$ cat config.mk
export PLATFORM = sky130hd
export DESIGN_NAME = lcd_segment_driver
export DESIGN_NICKNAME = d
export VERILOG_FILES = /design/src/lcd_pkg.sv /design/src/lcd_segment_driver.sv /design/src/lcd_tick_div.sv /design/src/lcd_regs.sv
export SDC_FILE = /design/constraint.sdc
export NUM_CORES = 1
export LEC_CHECK = 0
export ABC_AREA = 1
export BUFFER_PORTS_ARGS = -buffer_cell sky130_fd_sc_hd__clkbuf_2
export CAP_MARGIN = 10
export CORE_ASPECT_RATIO = 2
export CORE_MARGIN = 5
export CORE_UTILIZATION = 55
export DETAILED_ROUTE_END_ITERATION = 6
export PLACE_DENSITY_LB_ADDON = 0.25
export SLEW_MARGIN = 40
export SYNTH_ARGS = -nofsm -noshare
export SYNTH_HDL_FRONTEND = slang
export SYNTH_SLANG_ARGS = --single-unit
$ cat constraint.sdc
create_clock -name i_clk_sys -period 2.5 [get_ports i_clk_sys]
set_input_delay 0.125 -clock i_clk_sys [delete_from_list [all_inputs] [get_ports i_clk_sys]]
set_output_delay 0.125 -clock i_clk_sys [all_outputs]
set_load 0.03 [all_outputs]
$ cat src/lcd_pkg.sv
/*
  lcd_pkg: register indices, field positions, reset values, encodings and
  timing constants of the segment lcd driver configuration block.
  assumes: an 8-bit plain register port; every register is one index.
*/
package lcd_pkg;

  localparam int LCD_ADDR_W = 4;
  localparam int LCD_DATA_W = 8;

  // register indices
  localparam logic [3:0] LCD_IDX_CLOCK_SELECT = 4'h0;
  localparam logic [3:0] LCD_IDX_SUPPLY_CONTROL = 4'h1;
  localparam logic [3:0] LCD_IDX_CONTROL_ONE = 4'h2;
  localparam logic [3:0] LCD_IDX_CONTROL_ZERO = 4'h3;
  localparam logic [3:0] LCD_IDX_BLINK_CONTROL = 4'h4;
  localparam logic [3:0] LCD_IDX_FP_ENABLE_0 = 4'h5;
  localparam int LCD_FP_REGS = 6;

  // reset values
  localparam logic [7:0] LCD_RST_CLOCK_SELECT = 8'h00;
  localparam logic [7:0] LCD_RST_SUPPLY_CONTROL = 8'h00;
  localparam logic [7:0] LCD_RST_CONTROL_ONE = 8'h00;
  localparam logic [7:0] LCD_RST_CONTROL_ZERO = 8'h00;
  localparam logic [7:0] LCD_RST_BLINK_CONTROL = 8'h00;
  localparam logic [7:0] LCD_RST_FP_ENABLE = 8'h00;

  // encodings
  localparam logic [1:0] LCD_SUPPLY_CORE = 2'h1;
  localparam logic [1:0] LCD_DUTY_THIRD = 2'h2;
  localparam logic [1:0] LCD_DUTY_QUARTER = 2'h3;
  localparam logic LCD_SRC_BUS = 1'b1;
  localparam logic LCD_PUMP_TRIPLER = 1'b1;

  // timing: prescale and blink constants
  localparam logic [3:0] LCD_PRESCALE_BY_SIXTEEN_LIMIT = 4'hF;
  localparam int LCD_BLINK_UNIT_FRAMES = 8;
  localparam int LCD_BLINK_CNT_W = 12;

  // register layouts, msb first as stored
  typedef struct packed {
    logic clock_source;
    logic prescale_by_sixteen;
    logic [5:0] clock_adjust_field;
  } lcd_clksel_t;

  typedef struct packed {
    logic charge_pump_enable;
    logic pump_multiplier_select;
    logic high_drive_buffer;
    logic [1:0] pump_clock_adjust;
    logic buffer_bypass;
    logic [1:0] supply_select;
  } lcd_supply_t;

  typedef struct packed {
    logic [5:0] spare;
    logic wait_mode_disable;
    logic deep_low_power_state_mode_disable;
  } lcd_ctrl1_t;

  typedef struct packed {
    logic [1:0] spare;
    logic [2:0] frame_clock_select;
    logic low_power_waveform;
    logic [1:0] duty;
  } lcd_ctrl0_t;

  typedef struct packed {
    logic blink_enable;
    logic [2:0] spare;
    logic blink_mode;
    logic [2:0] blink_rate;
  } lcd_blink_t;

  typedef struct packed {
    lcd_clksel_t clk;
    lcd_supply_t sup;
    lcd_ctrl1_t cr1;
    lcd_ctrl0_t cr0;
    lcd_blink_t blk;
  } lcd_cfg_t;

endpackage

$ cat src/lcd_segment_driver.sv
/*
  lcd_segment_driver: clock selection and prescale, supply control,
  low-power gating, backplane phase sequencing, blink timing and
  frontplane enable gating of a segment lcd driver.
  assumes: register port and low-power mode inputs synchronous to
  i_clk_sys; external reference is a slow level sampled on i_clk_sys;
  analog stages act on the supply and bias control outputs.
*/
// Summary of operation
// bus clock if source bit 1, else external
// prescale by sixteen and clock adjust field
// pump enable bit turns charge pump on
// pump doubler at 0, tripler at 1; the code drives doubler when supply select is 01
// bias stage buffered at 0, unbuffered at 1
// supply 01 powers from core, third bias
// display keeps running in wait if enabled
// display stops in deep_low_power_state if disabled
// duty 10 sequences three backplanes
// frame clock select divides base frequency
// blink mode selects segments or all
// blink rate field sets blink period
// one enable bit per frontplane pin
// disabled frontplanes released to other functions
`timescale 1ns/100ps
module lcd_segment_driver
  import lcd_pkg::*;
#(
  parameter int NUM_FP = 41,
  parameter int BLINK_UNIT = LCD_BLINK_UNIT_FRAMES
) (
  input wire logic i_clk_sys,
  input wire logic i_reset_n,
  input wire logic [LCD_ADDR_W-1:0] i_addr,
  input wire logic [LCD_DATA_W-1:0] i_wdata,
  input wire logic i_wr,
  input wire logic i_rd,
  output logic [LCD_DATA_W-1:0] o_rdata,
  input wire logic i_ext_ref,
  input wire logic i_wait_mode,
  input wire logic i_deep_low_power_state_mode,
  output logic o_clk_from_bus,
  output logic o_base_tick,
  output logic o_pump_on,
  output logic o_pump_triple,
  output logic o_high_drive,
  output logic [1:0] o_pump_clock_adjust,
  output logic o_buffer_bypass,
  output logic o_core_supply,
  output logic o_bias3_from_core,
  output logic o_low_power_wave,
  output logic o_display_on,
  output logic [3:0] o_bp_active,
  output logic o_wave_polarity,
  output logic [NUM_FP-1:0] o_fp_drive,
  output logic [NUM_FP-1:0] o_fp_lcd_owned,
  output logic o_blink_blank_sel
);
  lcd_cfg_t cfg;
  logic [NUM_FP-1:0] fp_en;
  logic ext_q;
  logic ext_edge;
  logic src_tick;
  logic pre_tick;
  logic base_tick;
  logic phase_tick;
  logic run;
  logic [3:0] pre_limit;
  logic [7:0] frame_limit;
  logic [1:0] phase_q;
  logic [1:0] last_phase;
  logic frame_end;
  logic polarity_q;
  logic [LCD_BLINK_CNT_W-1:0] blink_cnt_q;
  logic [LCD_BLINK_CNT_W-1:0] blink_limit;
  logic blink_off_q;
  logic blank_all;
  logic display_on_q;
  logic [3:0] bp_q;
  logic [NUM_FP-1:0] fp_drive_q;
  logic pump_on_q;
  logic pump_triple_q;
  logic high_drive_q;
  logic [1:0] pump_adj_q;
  logic bypass_q;
  logic core_q;

  lcd_regs #(
    .NUM_FP(NUM_FP)
  ) u_regs (
    .i_clk_sys(i_clk_sys),
    .i_reset_n(i_reset_n),
    .i_addr(i_addr),
    .i_wdata(i_wdata),
    .i_wr(i_wr),
    .i_rd(i_rd),
    .o_rdata(o_rdata),
    .o_cfg(cfg),
    .o_fp_en(fp_en)
  );

  // low-power gating: the whole divider chain halts with the display
  always_comb begin
    run = 1'b1;
    if (i_wait_mode && cfg.cr1.wait_mode_disable) begin
      run = 1'b0;
    end
    if (i_deep_low_power_state_mode && cfg.cr1.deep_low_power_state_mode_disable) begin
      run = 1'b0;
    end
  end

  always_ff @(posedge i_clk_sys) begin
    if (!i_reset_n) begin
      display_on_q <= 1'b0;
    end else begin
      display_on_q <= run;
    end
  end

  // external reference is sampled, so it must stay well below the bus rate
  always_ff @(posedge i_clk_sys) begin
    if (!i_reset_n) begin
      ext_q <= 1'b0;
    end else begin
      ext_q <= i_ext_ref;
    end
  end

  assign ext_edge = i_ext_ref && !ext_q;
  assign src_tick = (cfg.clk.clock_source == LCD_SRC_BUS) ? 1'b1 : ext_edge;
  assign pre_limit = cfg.clk.prescale_by_sixteen ? LCD_PRESCALE_BY_SIXTEEN_LIMIT : 4'h0;

  lcd_tick_div #(
    .W(4)
  ) u_pre (
    .i_clk_sys(i_clk_sys),
    .i_reset_n(i_reset_n),
    .i_run(run),
    .i_tick(src_tick),
    .i_limit(pre_limit),
    .o_tick(pre_tick)
  );

  lcd_tick_div #(
    .W(6)
  ) u_adj (
    .i_clk_sys(i_clk_sys),
    .i_reset_n(i_reset_n),
    .i_run(run),
    .i_tick(pre_tick),
    .i_limit(cfg.clk.clock_adjust_field),
    .o_tick(base_tick)
  );

  // frame select is a power-of-two divide of the base frequency
  assign frame_limit = 8'((9'h001 << cfg.cr0.frame_clock_select) - 9'h001);

  lcd_tick_div #(
    .W(8)
  ) u_frame (
    .i_clk_sys(i_clk_sys),
    .i_reset_n(i_reset_n),
    .i_run(run),
    .i_tick(base_tick),
    .i_limit(frame_limit),
    .o_tick(phase_tick)
  );

  // one backplane phase per tick; duty code plus one gives the phase count
  assign last_phase = cfg.cr0.duty;
  assign frame_end = phase_tick && (phase_q >= last_phase);

  always_ff @(posedge i_clk_sys) begin
    if (!i_reset_n) begin
      phase_q <= 2'h0;
    end else if (phase_tick) begin
      if (phase_q >= last_phase) begin
        phase_q <= 2'h0;
      end else begin
        phase_q <= phase_q + 2'h1;
      end
    end
  end

  // polarity flips each frame to keep the glass free of dc
  always_ff @(posedge i_clk_sys) begin
    if (!i_reset_n) begin
      polarity_q <= 1'b0;
    end else if (frame_end) begin
      polarity_q <= !polarity_q;
    end
  end

  always_ff @(posedge i_clk_sys) begin
    if (!i_reset_n) begin
      bp_q <= 4'h0;
    end else if (!run) begin
      bp_q <= 4'h0;
    end else begin
      bp_q <= 4'h1 << phase_q;
    end
  end

  // blink half period: unit frames times two to the rate
  assign blink_limit = LCD_BLINK_CNT_W'((BLINK_UNIT << cfg.blk.blink_rate) - 1);

  always_ff @(posedge i_clk_sys) begin
    if (!i_reset_n) begin
      blink_cnt_q <= '0;
      blink_off_q <= 1'b0;
    end else if (!cfg.blk.blink_enable) begin
      blink_cnt_q <= '0;
      blink_off_q <= 1'b0;
    end else if (frame_end) begin
      if (blink_cnt_q >= blink_limit) begin
        blink_cnt_q <= '0;
        blink_off_q <= !blink_off_q;
      end else begin
        blink_cnt_q <= blink_cnt_q + 1'b1;
      end
    end
  end

  assign blank_all = blink_off_q && cfg.blk.blink_mode;

  always_ff @(posedge i_clk_sys) begin
    if (!i_reset_n) begin
      o_blink_blank_sel <= 1'b0;
    end else begin
      o_blink_blank_sel <= blink_off_q && !cfg.blk.blink_mode;
    end
  end

  for (genvar g = 0; g < NUM_FP; g++) begin : g_fp
    always_ff @(posedge i_clk_sys) begin
      if (!i_reset_n) begin
        fp_drive_q[g] <= 1'b0;
      end else begin
        fp_drive_q[g] <= fp_en[g] && run && !blank_all;
      end
    end
  end

  // supply and bias controls registered so the analog side sees clean levels
  always_ff @(posedge i_clk_sys) begin
    if (!i_reset_n) begin
      pump_on_q <= 1'b0;
      pump_triple_q <= 1'b0;
      high_drive_q <= 1'b0;
      pump_adj_q <= 2'h0;
      bypass_q <= 1'b0;
      core_q <= 1'b0;
    end else begin
      pump_on_q <= cfg.sup.charge_pump_enable;
      pump_triple_q <= (cfg.sup.pump_multiplier_select == LCD_PUMP_TRIPLER)
                       && (cfg.sup.supply_select != LCD_SUPPLY_CORE);
      high_drive_q <= cfg.sup.high_drive_buffer;
      pump_adj_q <= cfg.sup.pump_clock_adjust;
      bypass_q <= cfg.sup.buffer_bypass;
      core_q <= cfg.sup.supply_select == LCD_SUPPLY_CORE;
    end
  end

  assign o_clk_from_bus = cfg.clk.clock_source;
  assign o_base_tick = base_tick;
  assign o_pump_on = pump_on_q;
  assign o_pump_triple = pump_triple_q;
  assign o_high_drive = high_drive_q;
  assign o_pump_clock_adjust = pump_adj_q;
  assign o_buffer_bypass = bypass_q;
  assign o_core_supply = core_q;
  assign o_bias3_from_core = core_q;
  assign o_low_power_wave = cfg.cr0.low_power_waveform;
  assign o_display_on = display_on_q;
  assign o_bp_active = bp_q;
  assign o_wave_polarity = polarity_q;
  assign o_fp_drive = fp_drive_q;
  assign o_fp_lcd_owned = fp_en;

  a_ext_source_only: assert property (@(posedge i_clk_sys) disable iff (!i_reset_n)
    (!cfg.clk.clock_source && !ext_edge) |-> !src_tick)
    else $error("lcd clock ticked without external reference edge");

  a_prescale_chain: assert property (@(posedge i_clk_sys) disable iff (!i_reset_n)
    base_tick |-> $past(pre_tick))
    else $error("base tick without prescaler tick");

  a_pump_follows: assert property (@(posedge i_clk_sys) disable iff (!i_reset_n)
    $rose(cfg.sup.charge_pump_enable) |=> o_pump_on)
    else $error("charge pump not on after enable");

  a_pump_core_off: assert property (@(posedge i_clk_sys) disable iff (!i_reset_n)
    o_pump_triple |-> !o_core_supply)
    else $error("tripler active on core supply");

  a_bypass_mode: assert property (@(posedge i_clk_sys) disable iff (!i_reset_n)
    ##1 o_buffer_bypass == $past(cfg.sup.buffer_bypass))
    else $error("buffer bypass output mismatch");

  a_core_bias: assert property (@(posedge i_clk_sys) disable iff (!i_reset_n)
    (cfg.sup.supply_select == LCD_SUPPLY_CORE) |=> (o_core_supply && o_bias3_from_core))
    else $error("core supply not selected");

  a_wait_running: assert property (@(posedge i_clk_sys) disable iff (!i_reset_n)
    (i_wait_mode && !cfg.cr1.wait_mode_disable && !i_deep_low_power_state_mode) |=> o_display_on)
    else $error("display stopped in wait mode");

  a_deep_low_power_state_blank: assert property (@(posedge i_clk_sys) disable iff (!i_reset_n)
    (i_deep_low_power_state_mode && cfg.cr1.deep_low_power_state_mode_disable) |=> (!o_display_on && o_fp_drive == '0))
    else $error("display still driven in deep_low_power_state");

  a_third_duty: assert property (@(posedge i_clk_sys) disable iff (!i_reset_n)
    (phase_tick && cfg.cr0.duty == LCD_DUTY_THIRD && phase_q == 2'h2) |=> phase_q == 2'h0)
    else $error("third duty did not wrap after three phases");

  a_frame_spacing: assert property (@(posedge i_clk_sys) disable iff (!i_reset_n)
    (phase_tick && cfg.cr0.frame_clock_select != 3'h0 && $stable(cfg.cr0))
      |=> !phase_tick)
    else $error("frame tick too close to previous");

  a_blink_all: assert property (@(posedge i_clk_sys) disable iff (!i_reset_n)
    (blink_off_q && cfg.blk.blink_mode) |=> (o_fp_drive == '0 && !o_blink_blank_sel))
    else $error("blink all left segments driven");

  a_blink_toggle: assert property (@(posedge i_clk_sys) disable iff (!i_reset_n)
    (cfg.blk.blink_enable && $changed(blink_off_q)) |-> $past(frame_end))
    else $error("blink toggled off frame boundary");

  a_fp_enable_gate: assert property (@(posedge i_clk_sys) disable iff (!i_reset_n)
    ##1 (o_fp_drive & ~$past(fp_en)) == '0)
    else $error("disabled frontplane driven");
endmodule

$ cat src/lcd_tick_div.sv
/*
  lcd_tick_div: counts input ticks and emits one output tick each time
  limit+1 of them have arrived.
  assumes: one clock, synchronous active-low reset, limit held steady.
*/
`timescale 1ns/100ps
module lcd_tick_div #(
  parameter int W = 6
) (
  input wire logic i_clk_sys,
  input wire logic i_reset_n,
  input wire logic i_run,
  input wire logic i_tick,
  input wire logic [W-1:0] i_limit,
  output logic o_tick
);
  logic [W-1:0] cnt_q;
  logic tick_q;

  // a limit lowered below the count wraps on the next terminal compare
  always_ff @(posedge i_clk_sys) begin
    if (!i_reset_n) begin
      cnt_q <= '0;
    end else if (!i_run) begin
      cnt_q <= '0;
    end else if (i_tick) begin
      if (cnt_q >= i_limit) begin
        cnt_q <= '0;
      end else begin
        cnt_q <= cnt_q + 1'b1;
      end
    end
  end

  always_ff @(posedge i_clk_sys) begin
    if (!i_reset_n) begin
      tick_q <= 1'b0;
    end else begin
      tick_q <= i_run && i_tick && (cnt_q >= i_limit);
    end
  end

  assign o_tick = tick_q;
endmodule

$ cat src/lcd_regs.sv
/*
  lcd_regs: the eleven 8-bit configuration registers and their read port.
  assumes: strobes one cycle long, never both at once; read data valid
  only in the cycle after the read strobe.
*/
`timescale 1ns/100ps
module lcd_regs
  import lcd_pkg::*;
#(
  parameter int NUM_FP = 41
) (
  input wire logic i_clk_sys,
  input wire logic i_reset_n,
  input wire logic [LCD_ADDR_W-1:0] i_addr,
  input wire logic [LCD_DATA_W-1:0] i_wdata,
  input wire logic i_wr,
  input wire logic i_rd,
  output logic [LCD_DATA_W-1:0] o_rdata,
  output lcd_cfg_t o_cfg,
  output logic [NUM_FP-1:0] o_fp_en
);
  lcd_cfg_t cfg_q;
  logic [7:0] fp_q [LCD_FP_REGS];
  logic [LCD_FP_REGS*8-1:0] fp_flat;
  logic [LCD_FP_REGS*8-1:0] fp_mask;
  logic [7:0] rdata_q;
  logic [7:0] rd_val;

  assign fp_mask = {LCD_FP_REGS*8{1'b1}} >> (LCD_FP_REGS*8 - NUM_FP);

  always_ff @(posedge i_clk_sys) begin
    if (!i_reset_n) begin
      cfg_q.clk <= LCD_RST_CLOCK_SELECT;
      cfg_q.sup <= LCD_RST_SUPPLY_CONTROL;
      cfg_q.cr1 <= LCD_RST_CONTROL_ONE;
      cfg_q.cr0 <= LCD_RST_CONTROL_ZERO;
      cfg_q.blk <= LCD_RST_BLINK_CONTROL;
    end else if (i_wr) begin
      case (i_addr)
        LCD_IDX_CLOCK_SELECT: cfg_q.clk <= i_wdata;
        LCD_IDX_SUPPLY_CONTROL: cfg_q.sup <= i_wdata;
        LCD_IDX_CONTROL_ONE: cfg_q.cr1 <= i_wdata;
        LCD_IDX_CONTROL_ZERO: cfg_q.cr0 <= i_wdata;
        LCD_IDX_BLINK_CONTROL: cfg_q.blk <= i_wdata;
        default: ;
      endcase
    end
  end

  // bits beyond the last frontplane pin never store, so they read as zero
  for (genvar g = 0; g < LCD_FP_REGS; g++) begin : g_fp
    always_ff @(posedge i_clk_sys) begin
      if (!i_reset_n) begin
        fp_q[g] <= LCD_RST_FP_ENABLE;
      end else if (i_wr && i_addr == LCD_IDX_FP_ENABLE_0 + 4'(g)) begin
        fp_q[g] <= i_wdata & fp_mask[g*8 +: 8];
      end
    end
    assign fp_flat[g*8 +: 8] = fp_q[g];
  end

  always_comb begin
    rd_val = 8'h00;
    case (i_addr)
      LCD_IDX_CLOCK_SELECT: rd_val = cfg_q.clk;
      LCD_IDX_SUPPLY_CONTROL: rd_val = cfg_q.sup;
      LCD_IDX_CONTROL_ONE: rd_val = cfg_q.cr1;
      LCD_IDX_CONTROL_ZERO: rd_val = cfg_q.cr0;
      LCD_IDX_BLINK_CONTROL: rd_val = cfg_q.blk;
      default: begin
        if (i_addr >= LCD_IDX_FP_ENABLE_0 && i_addr < LCD_IDX_FP_ENABLE_0 + 4'(LCD_FP_REGS)) begin
          rd_val = fp_q[3'(i_addr - LCD_IDX_FP_ENABLE_0)];
        end
      end
    endcase
  end

  always_ff @(posedge i_clk_sys) begin
    if (!i_reset_n) begin
      rdata_q <= 8'h00;
    end else begin
      rdata_q <= i_rd ? rd_val : 8'h00;
    end
  end

  assign o_rdata = rdata_q;
  assign o_cfg = cfg_q;
  assign o_fp_en = fp_flat[NUM_FP-1:0];
endmodule

==> out/results.txt <==
Ports -> 127
Sink Count -> 181
Number of cells on the worst hold path -> 4
CTS Buf Count -> 17
Post-synth top cells -> 162 x nand2_1, 140 x dfxtp_1, 117 x nor2_1
Final hold violation count -> 0
Largest net degree at the start of global routing -> 46
Post-CTS Repair Setup Buffers -> 0
Buffers and inverters on the worst path -> 1
Die X -> 93.9 um
Post-synth top area share -> 36.2%
Asr flop ratio synth -> 0%
Slew Viols, Final -> 0
DR iter-0 viols -> 427
Global-route wire length before repair -> 30600 um
Core box area -> 13900 um2
Core Util, Final -> 65.5%
Warnings from Yosys -> 0
Primary FF master, synth -> dfxtp_1
Post-route cell area -> 9100 um2
Full die area -> 16700 um2
Fillers -> 1197
# DRC -> 0
Worst Setup End Kind -> flip-flop
Most numerous cell on the critical path -> nand2_1
Syn_area_per_cell -> 8.43 um2
Power per Cell Area -> 705 nW/um2
RSZ-0062 raised after global routing -> no
Max_cap viols -> 0
Final setup fails -> 0
Mapped cell area -> 7730 um2
Reg2Reg Depth -> 13
Minimum clock period -> 2280 ps
# rows -> 61
Die span in y -> 178 um
IO Port Bufs -> 126
Gpl congestion -> 0.956
Synth Instances -> 917
Final nets -> 1097
WHS -> 75.7 ps
Share of post-route cells with drive strength above 1 -> 17.9%
Internal power -> 4.61 mW
Initial antenna violation count -> 0
Clock share of power -> 40.0%
CTS tree -> done
CTS Buffer Depth -> 2
Biggest area consumer among synthesized cells -> dfxtp_1
Arr. time, crit path -> 2610 ps
Crit path kind -> flip-flop to flip-flop
Vias/cell -> 5.22
Worst skew pair latency -> 440 ps
CP peak stage delay -> 410 ps
Initial Util -> 55.7%
Area Growth Syn to Fin -> 17.7%
Clock H-tree levels -> 4
Status -> finished, final reports clean
Setup TNS -> 0 ps
Vias in the first global route -> 6257
Most common cell in the netlist -> nand2_1
WL per Instance -> 15.7 um
Detailed Route WL -> 19600 um
Register bit count reported by yosys -> 181
Startpoint Class -> flip-flop
Switching share of total power -> 28.2%
Yosys cell types -> 40
CP max stage cell -> dfxtp_1
Global route overflow -> 0
CTS root buffer -> clkbuf_16
CP Cell Sequence -> inv_1 -> nand2_1 -> ha_1 -> o21ai_0 -> o21ai_0 -> o211ai_1 -> ha_1 -> nand2_1 -> o21a_1 -> nand2_1 -> nand2_1 -> nand2_2 -> nor2_1
Syn Nets -> 973
Area contributors post-synth -> dfxtp_1 36%, edfxtp_1 16%, nand2_1 7.9%
Placed Area -> 8530 um2
Number of synthesized flops with an enable pin -> 41
Ant. Diodes -> 0
ANT nets after route -> 0
Maximum vdd drop -> 0.482 mV
Critical path depth -> 13
Worst-path maximum fanout -> 8
Setup Skew -> 10.2 ps
Combinational fraction of design power -> 10.7%
Total Power -> 6.42 mW
GRT Util Overall -> 24.0%
Register area share after synthesis -> 52.2%
Flop pwr share -> 49.2%
Worst slew pin tran -> 589 ps
Top delay family on crit path -> compound AO/OA/AOI/OAI gates
Psw -> 1.81 mW
Leak Pwr -> 4.10 nW
Via count -> 6490
CP required -> 2820 ps
Relative slew slack -> 60.7%
Worst min path class -> input pin to flip-flop
Max Freq -> 438 MHz
Pre-antenna DRT Iters -> 6
DP HPWL -> 14800 um
Clock Pin Slew Worst Setup and Hold Paths -> 70 ps
Fin crit share -> 91.4%
## logic make-up after synthesis
| family | count (synthesis) | synth area share, % |
|---|---|---|
| AND/OR/NAND/NOR | 388 | 21.5 |
| flip-flops | 181 | 52.2 |
| AO/OA/AOI/OAI | 148 | 10.5 |
| buffers and inverters | 138 | 7.12 |
| adder cells (fa/ha/maj) | 37 | 5.99 |
| XOR/XNOR | 21 | 2.38 |
| multiplexers | 3 | 0.388 |
| other | 1 | 0.0485 |
## placed cells by master, fill, tap and decap left out, types with 4 or more instances in the layout
master / n
ha_1: 37
clkbuf_16: 17
buf_4: 10
dfxtp_1: 140
nor3_1: 37
clkinv_1: 8
o21ai_1: 8
nand2_1: 161
o21ai_0: 55
nand4_1: 8
nand3_1: 43
o211ai_1: 20
xor2_1: 14
a21oi_1: 57
inv_6: 7
inv_1: 95
nor2_2: 6
xnor2_1: 7
nor2_1: 117
nor2_4: 5
edfxtp_1: 41
nand2_2: 4
clkbuf_2: 126
## final timing paths
kind                                                    start                           endpoint  slack, ps
worst max-delay path            u_regs.o_cfg[13]$_SDFFE_PN0P_      u_frame.cnt_q[2]$_SDFFE_PN0P_        220
worst min-delay path                              i_wait_mode            u_pre.o_tick$_SDFF_PN0_         80
worst max register to register  u_regs.o_cfg[13]$_SDFFE_PN0P_      u_frame.cnt_q[2]$_SDFFE_PN0P_        220
worst min register to register  u_regs.o_cfg[28]$_SDFFE_PN0P_  o_pump_clock_adjust[1]$_SDFF_PN0_        450
## what timing repair did
item                                   4_1_cts  5_1_grt
gates resized for setup                      0        1
setup endpoints to repair                    0        8
endpoints found under the hold margin        1        0
hold buffers                                 1        0
## power groups by stage
stage	Clock (mW)	Sequential [mW]	Combinational, mW
after floorplan	0	3.40	0.289
after global placement	0	3.23	0.678
after detailed placement	0	3.23	0.684
after CTS	2.58	3.16	0.689
after global routing	2.71	3.17	0.745
final	2.57	3.16	0.689
## routing by layer
layer	global-route usage, %	vias to the layer above	share of wire (%)
met4	13.9	0	5.0
met5	0	-	0
met1	23.0	2965	34
met2	46.3	211	55
met3	3.95	62	5.1
li1	-	3252	-
## cell type report
type / count / area (um2) / area share [%]
Inverter: 106 / 398 / 4.37
Timing Repair Buffer: 137 / 716 / 7.86
Clock buffer: 18 / 429 / 4.71
Multi-Input combinational cell: 598 / 3160 / 34.7
Sequential cell: 181 / 4030 / 44.3
Tap cell: 189 / 236 / 2.60
Clock inverter: 14 / 135 / 1.48
## tightest hold or removal path, delay by kind of cell
family / cells / cell delay [ps]
buffers and inverters: 1 / 90
AND/OR/NAND/NOR: 3 / 250
## registers in the layout (all words and copies together), names as in the netlist, 2 cells and up
signal	count
u_regs.o_rdata	8
o_bp_active	4
u_pre.cnt_q	4
u_frame.cnt_q	8
u_regs.fp_q	41
u_regs.o_cfg	40
o_pump_clock_adjust	2
o_fp_drive	41
u_adj.cnt_q	6
blink_cnt_q	12
phase_q	2
## per-stage QoR
step	cells	setup slack, ps
after detailed placement	1210	208
after global placement	1210	308
after floorplan	917	505
after CTS	1243	188
after global routing	1243	46.8
final	1243	216
(Power assumes the default switching activity.)
